## config.mk

```make
export PLATFORM = sky130hd
export DESIGN_NAME = swc_sleep_wake_controller
export DESIGN_NICKNAME = d
export VERILOG_FILES = /design/src/core/swc_pkg.sv /design/src/core/swc_sleep_wake_controller.sv
export SDC_FILE = /design/constraint.sdc
export NUM_CORES = 1
export LEC_CHECK = 0
export ABC_CLOCK_PERIOD_IN_PS = 1250
export BUFFER_PORTS_ARGS = -buffer_cell sky130_fd_sc_hd__clkbuf_2
export CORE_MARGIN = 1
export CORE_UTILIZATION = 36
export DETAILED_ROUTE_END_ITERATION = 12
export GPL_ROUTABILITY_DRIVEN = 0
export GPL_TIMING_DRIVEN = 0
export HOLD_SLACK_MARGIN = 0.15
export PLACE_DENSITY = 0.73
export RECOVER_POWER = 50
export SYNTH_ARGS = -nofsm -noshare
export SYNTH_HDL_FRONTEND = slang
export SYNTH_SLANG_ARGS = --single-unit
export TNS_END_PERCENT = 10
```

## constraint.sdc

```tcl
create_clock -name MCLK -period 1.25 [get_ports MCLK]
set_input_delay 0.0625 -clock MCLK [delete_from_list [all_inputs] [get_ports MCLK]]
set_output_delay 0.0625 -clock MCLK [all_outputs]
set_load 0.005 [all_outputs]
```

## src/core/swc_pkg.sv

```systemverilog
// How it works
// - sleep instruction enters power-down
// - watchdog cleared on entry, runs if enabled
// - power-down flag cleared on entry
// - time-out flag set on entry
// - core clock stopped while asleep
// - low-frequency oscillator keeps running in sleep
// - secondary timer runs on sleep-capable clocks
// - adc keeps running on dedicated rc
// - io pins hold their drive state
// - other resets unaffected by sleep
// - listed events wake the device
// - reset wakes reset, others resume
// - next instruction prefetched during sleep
// - wake needs individual enable, ignores global
// - global off: resume after sleep
// - global on: next instruction, then vector
// - watchdog cleared on every non-reset wake
`default_nettype none
package swc_pkg;

    // ----------------------------------------
    // states and widths
    // ----------------------------------------
    typedef enum logic [2:0] {
        SWC_RUN   = 3'b000, // core running
        SWC_SLEEP = 3'b001, // clock gated
        SWC_WAKE  = 3'b010, // clock restarting
        SWC_EXEC  = 3'b011, // prefetched instruction running
        SWC_VECT  = 3'b100  // branch to service routine
    } swc_state_t;

    localparam int SWC_IRQ_W = 8; // number of interrupt sources

    // secondary_timer clock source codes
    localparam logic [1:0] SWC_T1_SYS = 2'h0; // instruction clock, stops in sleep
    localparam logic [1:0] SWC_T1_LF = 2'h1; // low-frequency oscillator
    localparam logic [1:0] SWC_T1_PIN = 2'h2; // external clock pin
    localparam logic [1:0] SWC_T1_XTAL = 2'h3; // own crystal oscillator

    localparam logic SWC_ADC_RC = 1'b1; // adc clock select: dedicated rc

    // wake sources, packed
    typedef struct packed {
        logic ext_reset;  // external reset pin, enabled
        logic brownout;   // brown-out reset, enabled
        logic por;        // power-on reset
        logic watchdog;   // watchdog timeout, enabled
    } swc_wake_t;

    // whole module state
    typedef struct packed {
        swc_state_t st;         // sequencer state
        logic core_clk_en;      // core clock gate
        logic power_down_flag;  // status bit, low after sleep
        logic time_out_flag;    // status bit
        logic wdt_clear;        // watchdog clear pulse
        logic dev_reset;        // full device reset request
        logic vector;           // vector to isr pulse
        logic resume;           // resume pulse
        logic io_hold;          // pin latch freeze
        logic t1_run;           // secondary timer enable
        logic adc_run;          // adc enable
        logic lf_run;           // low-frequency osc enable
        logic asleep;           // sleep state flag, drives the pin
    } swc_regs_t;

endpackage
`default_nettype wire

```

## src/core/swc_sleep_wake_controller.sv

```systemverilog
`timescale 1ns/1ns
`default_nettype none
module swc_sleep_wake_controller #(
    parameter int IRQ_W = swc_pkg::SWC_IRQ_W // interrupt source count
) (
    input wire logic MCLK, // 100 mhz clock
    input wire logic RST_N, // async reset, active low
    input wire logic SLEEP_EXEC, // core executes sleep instruction
    input wire logic WDT_SLEEP_EN, // watchdog runs during sleep
    input wire swc_pkg::swc_wake_t WAKE_SRC, // reset and watchdog wake events
    input wire logic [IRQ_W-1:0] IRQ_FLAG, // interrupt flags
    input wire logic [IRQ_W-1:0] IRQ_EN, // individual enables
    input wire logic GLOBAL_INTERRUPT_ENABLE, // global enable
    input wire logic [1:0] T1_CLK_SEL, // secondary timer clock source
    input wire logic ADC_CLK_SEL, // adc clock source
    input wire logic INSTR_DONE, // core finished one instruction
    output logic CORE_CLK_EN, // core clock gate
    output logic POWER_DOWN_FLAG, // status bit
    output logic TIME_OUT_FLAG, // status bit
    output logic WDT_CLEAR, // watchdog clear pulse
    output logic DEV_RESET, // full device reset request
    output logic ISR_VECTOR, // branch to interrupt routine
    output logic RESUME, // non-reset wake pulse
    output logic IO_HOLD, // io pin state frozen
    output logic T1_RUN, // secondary timer enabled
    output logic ADC_RUN, // adc enabled
    output logic LF_OSC_RUN, // low-frequency oscillator enabled
    output logic ASLEEP // sleep state
);

    // scope: the sequencer drives gate, clear, hold, run and flag levels and its pulses; the
    // watchdog counter, timers, adc and oscillators sit in their own
    // blocks and simply follow the run levels given here
    // trade-off: every output comes from a flop, so each answer shows at
    // the pins just after the edge that took its request, a cycle after it was raised
    // limitation: the status flags only move on sleep entry and RST_N here; the
    // clear-watchdog operation and reset causes update them elsewhere
    // hazard: a watchdog line stuck high is ignored unless it may run asleep

    // ----------------------------------------
    // state
    // ----------------------------------------
    swc_pkg::swc_regs_t r; // registered state
    swc_pkg::swc_regs_t next_r; // next state
    logic irq_wake; // enabled interrupt pending
    logic rst_wake; // reset-class wake
    logic t1_sleep_ok; // timer clock survives sleep
    logic soft_wake; // non-reset wake request while asleep

    // ----------------------------------------
    // wake decode
    // ----------------------------------------
    // non-reset wake: an enabled interrupt, or a watchdog timeout that
    // may run in sleep; shared by the sequencer and its checks so both
    // always agree on what counts as a wake
    function automatic logic wake_event(
        input logic wdt_timeout, // watchdog timeout seen
        input logic wdt_in_sleep, // watchdog enabled for sleep
        input logic irq_pending // enabled interrupt flagged
    );
        return (wdt_timeout && wdt_in_sleep) || irq_pending;
    endfunction

    // wake needs individual enable only; global enable ignored
    assign irq_wake = |(IRQ_FLAG & IRQ_EN);
    assign rst_wake = WAKE_SRC.ext_reset | WAKE_SRC.brownout | WAKE_SRC.por;
    assign t1_sleep_ok = (T1_CLK_SEL != swc_pkg::SWC_T1_SYS);
    assign soft_wake = wake_event(WAKE_SRC.watchdog, WDT_SLEEP_EN, irq_wake);

    // ----------------------------------------
    // next-state logic
    // ----------------------------------------
    // one copy of the state is built here and registered below; pulses
    // default low so each lasts a single cycle, levels hold by default
    // limitation: a reset source that stays high repeats the reset
    // pulse every cycle, the reset controller is expected to stretch it
    always_comb
    begin
        next_r = r;
        next_r.wdt_clear = 1'b0;
        next_r.dev_reset = 1'b0;
        next_r.vector = 1'b0;
        next_r.resume = 1'b0;
        next_r.lf_run = 1'b1;
        // reset sources act in every state, sleep does not mask them
        if (rst_wake)
        begin
            next_r.dev_reset = 1'b1;
            next_r.st = swc_pkg::SWC_RUN;
            next_r.core_clk_en = 1'b1;
            next_r.io_hold = 1'b0;
            next_r.t1_run = 1'b1;
            next_r.adc_run = 1'b1;
        end
        else
        begin
            case (r.st)
                swc_pkg::SWC_RUN:
                begin
                    // sleep is only honoured here; elsewhere the core is
                    // not fetching, so a request would be stale
                    if (SLEEP_EXEC)
                    begin
                        next_r.st = swc_pkg::SWC_SLEEP;
                        next_r.wdt_clear = 1'b1;
                        next_r.power_down_flag = 1'b0;
                        next_r.time_out_flag = 1'b1;
                        next_r.core_clk_en = 1'b0;
                        next_r.io_hold = 1'b1;
                        next_r.t1_run = t1_sleep_ok;
                        next_r.adc_run = (ADC_CLK_SEL == swc_pkg::SWC_ADC_RC);
                    end
                end
                swc_pkg::SWC_SLEEP:
                begin
                    // watchdog timeout only counts while enabled in sleep
                    // same decode as the stay-asleep check below
                    if (soft_wake)
                    begin
                        next_r.st = swc_pkg::SWC_WAKE;
                        next_r.wdt_clear = 1'b1;
                        next_r.core_clk_en = 1'b1;
                        next_r.io_hold = 1'b0;
                        next_r.t1_run = 1'b1;
                        next_r.adc_run = 1'b1;
                    end
                end
                swc_pkg::SWC_WAKE:
                begin
                    // clock now running, prefetched instruction goes first
                    next_r.st = swc_pkg::SWC_EXEC;
                    next_r.resume = 1'b1;
                end
                swc_pkg::SWC_EXEC:
                begin
                    // vector only if the interrupt is still pending when the
                    // prefetched op retires; a cleared flag gives a plain resume
                    if (INSTR_DONE)
                    begin
                        if (GLOBAL_INTERRUPT_ENABLE && irq_wake)
                        begin
                            next_r.st = swc_pkg::SWC_VECT;
                            next_r.vector = 1'b1;
                        end
                        else
                        begin
                            next_r.st = swc_pkg::SWC_RUN;
                        end
                    end
                end
                swc_pkg::SWC_VECT:
                begin
                    // one cycle for the core to take the vector pulse
                    next_r.st = swc_pkg::SWC_RUN; // back to normal
                end
                default:
                begin
                    // unused codes fall back to running, clock stays as is
                    next_r.st = swc_pkg::SWC_RUN; // recover
                end
            endcase
        end
        // flag decoded from the next state so the pin comes from a flop
        next_r.asleep = (next_r.st == swc_pkg::SWC_SLEEP);
    end

    // ----------------------------------------
    // state register
    // ----------------------------------------
    // reset loads constants only; run levels come up high so nothing
    // downstream sees a false sleep while reset is released
    always_ff @(posedge MCLK or negedge RST_N)
    begin
        if (!RST_N)
        begin
            r.st <= swc_pkg::SWC_RUN;
            r.core_clk_en <= 1'b1;
            r.power_down_flag <= 1'b1;
            r.time_out_flag <= 1'b1;
            r.wdt_clear <= 1'b0;
            r.dev_reset <= 1'b0;
            r.vector <= 1'b0;
            r.resume <= 1'b0;
            r.io_hold <= 1'b0;
            r.t1_run <= 1'b1;
            r.adc_run <= 1'b1;
            r.lf_run <= 1'b1;
            r.asleep <= 1'b0;
        end
        else
        begin
            r <= next_r;
        end
    end

    // outputs straight from flip-flops
    // no decode sits between a flop and a pin, so no glitch reaches
    // the clock gate or the pin latches
    assign CORE_CLK_EN = r.core_clk_en;
    assign POWER_DOWN_FLAG = r.power_down_flag;
    assign TIME_OUT_FLAG = r.time_out_flag;
    assign WDT_CLEAR = r.wdt_clear;
    assign DEV_RESET = r.dev_reset;
    assign ISR_VECTOR = r.vector;
    assign RESUME = r.resume;
    assign IO_HOLD = r.io_hold;
    assign T1_RUN = r.t1_run;
    assign ADC_RUN = r.adc_run;
    assign LF_OSC_RUN = r.lf_run;
    assign ASLEEP = r.asleep;

    // ----------------------------------------
    // checks
    // ----------------------------------------
    AST_ENTER: assert property (@(posedge MCLK) disable iff (!RST_N)
        (r.st == swc_pkg::SWC_RUN && SLEEP_EXEC && !rst_wake) |=> ASLEEP)
        else $error("sleep not entered");
    AST_WDT_ENTRY: assert property (@(posedge MCLK) disable iff (!RST_N)
        (!ASLEEP ##1 ASLEEP) |-> WDT_CLEAR)
        else $error("watchdog not cleared on entry");
    AST_PD: assert property (@(posedge MCLK) disable iff (!RST_N)
        (!ASLEEP ##1 ASLEEP) |-> !POWER_DOWN_FLAG)
        else $error("power-down flag not cleared");
    AST_TO: assert property (@(posedge MCLK) disable iff (!RST_N)
        (!ASLEEP ##1 ASLEEP) |-> TIME_OUT_FLAG)
        else $error("time-out flag not set");
    AST_CLK: assert property (@(posedge MCLK) disable iff (!RST_N)
        ASLEEP |-> !CORE_CLK_EN)
        else $error("core clock running in sleep");
    AST_IO: assert property (@(posedge MCLK) disable iff (!RST_N)
        ASLEEP |-> IO_HOLD)
        else $error("io not held in sleep");
    AST_IRQ_WAKE: assert property (@(posedge MCLK) disable iff (!RST_N)
        (ASLEEP && irq_wake && !rst_wake) |=> (CORE_CLK_EN && WDT_CLEAR ##1 RESUME))
        else $error("enabled interrupt did not wake");
    AST_RESET_WAKE: assert property (@(posedge MCLK) disable iff (!RST_N)
        (ASLEEP && rst_wake) |=> (DEV_RESET && !ASLEEP))
        else $error("reset wake did not reset");
    AST_NOVEC: assert property (@(posedge MCLK) disable iff (!RST_N)
        (r.st == swc_pkg::SWC_EXEC && INSTR_DONE && !GLOBAL_INTERRUPT_ENABLE
         && !rst_wake) |=> !ISR_VECTOR)
        else $error("vectored with global disabled");
    AST_VEC: assert property (@(posedge MCLK) disable iff (!RST_N)
        (r.st == swc_pkg::SWC_EXEC && INSTR_DONE && GLOBAL_INTERRUPT_ENABLE
         && irq_wake && !rst_wake) |=> ISR_VECTOR)
        else $error("no vector with global enabled");

    // ----------------------------------------
    // wake and hold checks
    // ----------------------------------------
    // these cover the levels and pulses around a wake, including the
    // cases where nothing may change

    // every non-reset wake clears the watchdog
    AST_WDT_WAKE: assert property (@(posedge MCLK) disable iff (!RST_N)
        (ASLEEP ##1 (!ASLEEP && !DEV_RESET)) |-> WDT_CLEAR)
        else $error("watchdog not cleared on wake");

    // clock back on as soon as sleep is left
    AST_CLK_WAKE: assert property (@(posedge MCLK) disable iff (!RST_N)
        (ASLEEP ##1 (!ASLEEP && !DEV_RESET)) |-> CORE_CLK_EN)
        else $error("core clock off after wake");

    // resume follows the restart step
    AST_RESUME: assert property (@(posedge MCLK) disable iff (!RST_N)
        (r.st == swc_pkg::SWC_WAKE && !rst_wake) |=> RESUME)
        else $error("no resume after restart");

    // timer run level follows its clock source on entry
    AST_T1_ENTRY: assert property (@(posedge MCLK) disable iff (!RST_N)
        (r.st == swc_pkg::SWC_RUN && SLEEP_EXEC && !rst_wake) |=> (T1_RUN == $past(t1_sleep_ok)))
        else $error("timer run level wrong in sleep");

    // adc run level follows its clock source on entry
    AST_ADC_ENTRY: assert property (@(posedge MCLK) disable iff (!RST_N)
        (r.st == swc_pkg::SWC_RUN && SLEEP_EXEC && !rst_wake)
        |=> (ADC_RUN == $past(ADC_CLK_SEL == swc_pkg::SWC_ADC_RC)))
        else $error("adc run level wrong in sleep");

    // low-frequency oscillator never stopped by sleep
    AST_LF: assert property (@(posedge MCLK) disable iff (!RST_N)
        ASLEEP |-> LF_OSC_RUN)
        else $error("low-frequency oscillator stopped");

    // without an allowed wake the part stays asleep
    AST_STAY: assert property (@(posedge MCLK) disable iff (!RST_N)
        (ASLEEP && !soft_wake && !rst_wake) |=> ASLEEP)
        else $error("woke without an enabled source");

    // pins released when sleep is left
    AST_IO_RELEASE: assert property (@(posedge MCLK) disable iff (!RST_N)
        (ASLEEP ##1 !ASLEEP) |-> !IO_HOLD)
        else $error("io still held after wake");

    // reset sources act in every state
    AST_RESET_ANY: assert property (@(posedge MCLK) disable iff (!RST_N)
        rst_wake |=> DEV_RESET)
        else $error("reset source ignored");

    // resume lasts one cycle
    AST_RESUME_PULSE: assert property (@(posedge MCLK) disable iff (!RST_N)
        RESUME |=> !RESUME)
        else $error("resume longer than one cycle");

    // a reset wake never resumes
    AST_NO_RESUME_RESET: assert property (@(posedge MCLK) disable iff (!RST_N)
        DEV_RESET |-> !RESUME)
        else $error("resume during reset");

    // sleep request outside running is dropped
    AST_SLEEP_REFUSED: assert property (@(posedge MCLK) disable iff (!RST_N)
        (r.st != swc_pkg::SWC_RUN && !ASLEEP && SLEEP_EXEC && !rst_wake) |=> !ASLEEP)
        else $error("sleep taken outside running");

    // power-down flag stays low while asleep
    AST_PD_HOLD: assert property (@(posedge MCLK) disable iff (!RST_N)
        ASLEEP |-> !POWER_DOWN_FLAG)
        else $error("power-down flag set in sleep");

    // time-out flag stays high while asleep
    AST_TO_HOLD: assert property (@(posedge MCLK) disable iff (!RST_N)
        ASLEEP |-> TIME_OUT_FLAG)
        else $error("time-out flag low in sleep");

    // clock runs in the restart step
    AST_WAKE_CLK: assert property (@(posedge MCLK) disable iff (!RST_N)
        (r.st == swc_pkg::SWC_WAKE) |-> CORE_CLK_EN)
        else $error("clock off in restart step");

    // clock runs while the prefetched op executes
    AST_EXEC_CLK: assert property (@(posedge MCLK) disable iff (!RST_N)
        (r.st == swc_pkg::SWC_EXEC) |-> CORE_CLK_EN)
        else $error("clock off during prefetched op");

    // vector lasts one cycle
    AST_VEC_PULSE: assert property (@(posedge MCLK) disable iff (!RST_N)
        ISR_VECTOR |=> !ISR_VECTOR)
        else $error("vector longer than one cycle");

    // wake clear lasts one cycle
    AST_WDT_PULSE: assert property (@(posedge MCLK) disable iff (!RST_N)
        (WDT_CLEAR && !ASLEEP) |=> !WDT_CLEAR)
        else $error("watchdog clear longer than one cycle");

    // pins free while running
    AST_IO_RUN: assert property (@(posedge MCLK) disable iff (!RST_N)
        (r.st == swc_pkg::SWC_RUN) |-> !IO_HOLD)
        else $error("io held while running");

    // a reset wake restores clock and pins
    AST_RESET_CLK: assert property (@(posedge MCLK) disable iff (!RST_N)
        DEV_RESET |-> (CORE_CLK_EN && !IO_HOLD))
        else $error("reset left clock or pins in sleep");

endmodule // swc_sleep_wake_controller
`default_nettype wire
```

# Word level (Yosys, flattened, before mapping)
# Index checks and enable logic that the tools add are counted.
totals:
  register_bits: 13
  inputBits: 29
  wordCells: 50
classes:
  reduce_logical: 9
  n_eq_ne: 6
  n_mux: 20
  bitwise: 4
op_table:
  columns: ["operator", "count"]
  rows:
  - ["two-way mux 3 bit", 5]
  - ["case mux 3 bit (4 select lines)", 1]
  - ["AND 8 bit", 1]
  - ["two-way mux 4 bit", 2]
  - ["OR reduction 8 bit", 1]
  - ["two-way mux 1 bit", 7]
  - ["two-way mux 7 bit", 1]
  - ["equality test 3 x 1 -> 1 bit (second input constant)", 2]
  - ["equality test 3 x 2 -> 1 bit (second input constant)", 2]
  - ["!= test 3 bit (second input constant)", 2]
  - ["case mux 3 bit (2 select lines)", 1]
  - ["AND reduction 3 bit", 2]
  - ["case mux 1 bit (2 select lines)", 2]
  - ["logical NOT 3 bit", 1]
  - ["nonzero test 3 bit", 1]
  - ["logical AND 1 bit", 2]
  - ["two-way mux 2 bit", 1]
  - ["OR 1 bit", 2]
  - ["nonzero test 2 bit", 1]
  - ["logical OR 1 bit", 1]
  - ["inverter 1 bit", 1]

# Depth between registers and ports, before layout
logic_depth:
  ltp_word: 8
  ltp_mapped: 5
  mapped_depth_nobuf: 5

# Least setup slack after synthesis
# Ideal clock, no wire load.
synth_path:
  kind: "reg-to-reg"
  startpoint: "register r[14] (netlist name)"
  endpoint: "register r, in the netlist T1_RUN"
  t_arrival_ns: 1.300
  path_slack_ns: -0.142
  path_stages_with_launch: 5
  setup_time_ns: 0.092
  cell_sequence: "dfrtp_1 or4b_1 buf_2 o32ai_2 o21ai_1"
synth_via:
  elab_chain_len: 3
synth_lines:
  columns: ["element", "line_no", "text"]
  rows:
  - ["start, declared", "swc_sleep_wake_controller.sv:43", "swc_pkg::swc_regs_t r;"]
  - ["start signal, assigned", "swc_sleep_wake_controller.sv:192", "r <= next_r;"]
  - ["equality test 3 x 1 -> 1 bit / logical NOT 3 bit (equally long branches)", "swc_sleep_wake_controller.sv:97", "case (r.st)"]
  - ["!= test 3 bit (no line) (tied with other cells)", null, null]
  - ["AND reduction 3 bit (no line) / two-way mux 3 bit (equally long branches)", null, null]
# Parallel ways exist; a longest one is shown, timed or not.
# A chain may end at the register's enable or synchronous reset.

# Final worst setup path
layout_path:
  startpoint: "register r[14] (netlist name)"
  endpoint: "register r, in the netlist ADC_RUN"
# The elaborated chain is that of the path after synthesis.

==> run metrics <==
period utilization=112%; final cell count without fillers=125; Post-Synth Adder-Cell Area=0%; number of global-route vias before repair=540; maximum vdd drop=approximately 0.46 mV; drt wl/cell=roughly 12 um; max_cap viols=0; Post-synth EDFFs=0; final hold violations=0; CTS Buf Count=3; Seq/Total Area, Yosys=52.1%; Async SR Flop Fraction=100%; pwr dens=about 830 nW/um2; Synth Area in Simple Gates=between 20% and 30%; Sw Pwr=about 200 uW; Final Util=a little under two thirds; die height=approximately 44 um; reg-to-reg startpoint=r[14]; final hold slack=approximately 140 ps; HP Start=WAKE_SRC[1]; DRC=1; largest family of logic cells by synthesized area=simple AND/OR/NAND/NOR gates; critical path class=flop to flop; ant diodes=0; worst min path class=primary input to flop; Port Buffers=38; Clk pwr share=30.1%; first-pass GRT wire length=~2200 um; total I/O pin count=41; core area=1580 um2; H-tree depth=1; Synth Flop Type=dfrtp_1; largest net degree at the start of global routing=14; CTS tree=built; antenna violations before repair=0; largest cells by area after synthesis=dfrtp_1 36%, dfstp_2 17%, a22oi_1 4.7%; Max Transition Viols Final=0; total grt overflow=0; CTS Sinks=13; Worst setup EP type=flop; Synth area leader=dfrtp_1; Max Clock Freq=just over 700 MHz; vias per inst=5.06; Synth warnings=0; Synth cell types=30; WP data required=1450 ps; syn_area_per_cell=approximately 11 um2; clock latency on the worst-skew pair=between 200 and 300 ps; Design Area, Final=1000 um2; setup ws final=-152 ps; Initial Utilization=about two fifths; clock root cell=clkbuf_4; vias=roughly 630; first element of the critical path=r[14]; Post-Place Cell Area=855 um2; Worst Path Arrival=between 1500 and 2000 ps; # setup viols final=8; largest fanout on the critical path=6; Nets=around 140; number of DRC markers in iteration 0=15; Clk pin slew, worst setup/hold paths=80 ps; Die Wd=around 44 um; layout cells sized above 1=a little over half; Post-DRT Antenna Nets=0; Setup Skew=between 0.8 and 0.9 ps; dpl hpwl=roughly 1100 um; Layout area overhead=58.4%; Gate power share=18.1%; R2R Setup Slk=-150 ps; compound-cell area share of the yosys netlist=19.7%; fraction of synthesized area in multiplexers=0%; Mapped Area=634 um2; P_int=between 600 and 700 uW; Tmin final=around 1400 ps; Commonest cells post-synth=9 x dfrtp_1, 7 x nand2_1, 4 x a22oi_1, 4 x dfstp_2; failing checks=DRC, setup timing; CP Launch Type=flop; Sequential Power Share=approximately half; global-route usage over all layers=approximately 16%; Die ar.=1930 um2; drt first pass iters=10; RSZ-0062 raised after global routing=true; Clock Path Buffers=2; outcome=finished with violations; drt total wl=1480 um; #FFs+latches synth=13; Pwr Total=roughly 840 uW; xor/xnor share of the synthesized area=0%; Slew headroom=54.2%; post-synth top area share=35.5%; Rows=14; top-count cell post-synth=dfrtp_1; Syn Inst Count=57; Slew @ Worst Pin=about 690 ps; switch share=a little under a quarter; Leak=0.502 nW; dpl cells=112
-- registers in the layout, indices dropped and copies added, names as in the netlist --
| signal | flops |
|---|---|
| ADC_RUN | 1 |
| ASLEEP | 1 |
| CORE_CLK_EN | 1 |
| DEV_RESET | 1 |
| IO_HOLD | 1 |
| ISR_VECTOR | 1 |
| POWER_DOWN_FLAG | 1 |
| RESUME | 1 |
| T1_RUN | 1 |
| WDT_CLEAR | 1 |
| r | 3 |
-- layout by cell type, fill, tap and decap left out, types with 2 or more instances in the layout --
master,instances
nor4b_2,3
dfrtp_1,9
a22oi_1,4
buf_4,3
conb_1,2
nor4_1,2
dfstp_2,4
inv_1,2
clkbuf_1,2
dlygate4sd3_1,9
clkbuf_4,3
a21oi_1,2
o21ai_1,2
nor2_1,2
clkbuf_2,37
nand2_1,7
-- worst max-delay path: stages, from the launching register on --
cell	delay (ps)
dfrtp_1	420
or4b_4	610
nand2_2	100
o22ai_1	80
o21ai_1	130
-- per-layer routing --
layer / GRT usage, % / vias to the layer above / wire length (um)
met5: 0 / - / 0
met4: 10.9 / 0 / 17
met3: 3.75 / 2 / 96
met2: 27.5 / 32 / 775
met1: 17.7 / 288 / 592
li1: - / 311 / -
-- worst paths after layout --
path / endpoint / depth (start not counted)
worst max-delay path: ADC_RUN / 4
max in group asynchronous: IO_HOLD / 2
worst min-delay path: POWER_DOWN_FLAG / 3
min in group asynchronous: WDT_CLEAR / 2
worst max register to register: ADC_RUN / 4
worst min register to register: POWER_DOWN_FLAG / 1
-- timing repair --
| item | CTS | global route |
|---|---|---|
| hold endpoints to repair | 21 | 3 |
| endpoints found under the setup margin | 9 | 11 |
| pin swaps | 0 | 3 |
| buffers inserted | 0 | 1 |
| resized for setup | 2 | 5 |
| hold buffers | 5 | 4 |
-- cells by family after synthesis --
kind of cell | after synthesis
buffers and inverters | 5
AOI/OAI and AO/OA | 16
and+or+nand+nor | 22
other | 1
DFF | 13
-- final cells by class --
type                    count  area [um2]
clock buffers               4        26.3
inverters                   2        7.51
multi-input cells          40         319
fillers                   141         572
repair buffers             48         287
plain buffers               2        15.0
flip-flops and latches     13         330
well taps                  16        20.0
-- power groups by stage --
stage                     combinational (mW)  clock, mW  sequential (mW)
after CTS                              0.134      0.267            0.433
final                                  0.152      0.252            0.433
after detailed placement               0.125          0            0.441
after global placement                 0.123          0            0.440
after floorplan                       0.0578          0            0.441
after global routing                   0.169      0.290            0.434
-- through the flow --
stage          TNS, ps  worst slack, ps
6_report          -715             -152
5_1_grt          -1120             -201
4_1_cts           -832             -144
3_5_place_dp     -1060             -202
3_3_place_gp      -880             -174
2_1_floorplan     -446             -136
Note: power is estimated with default switching activity, not from simulation.
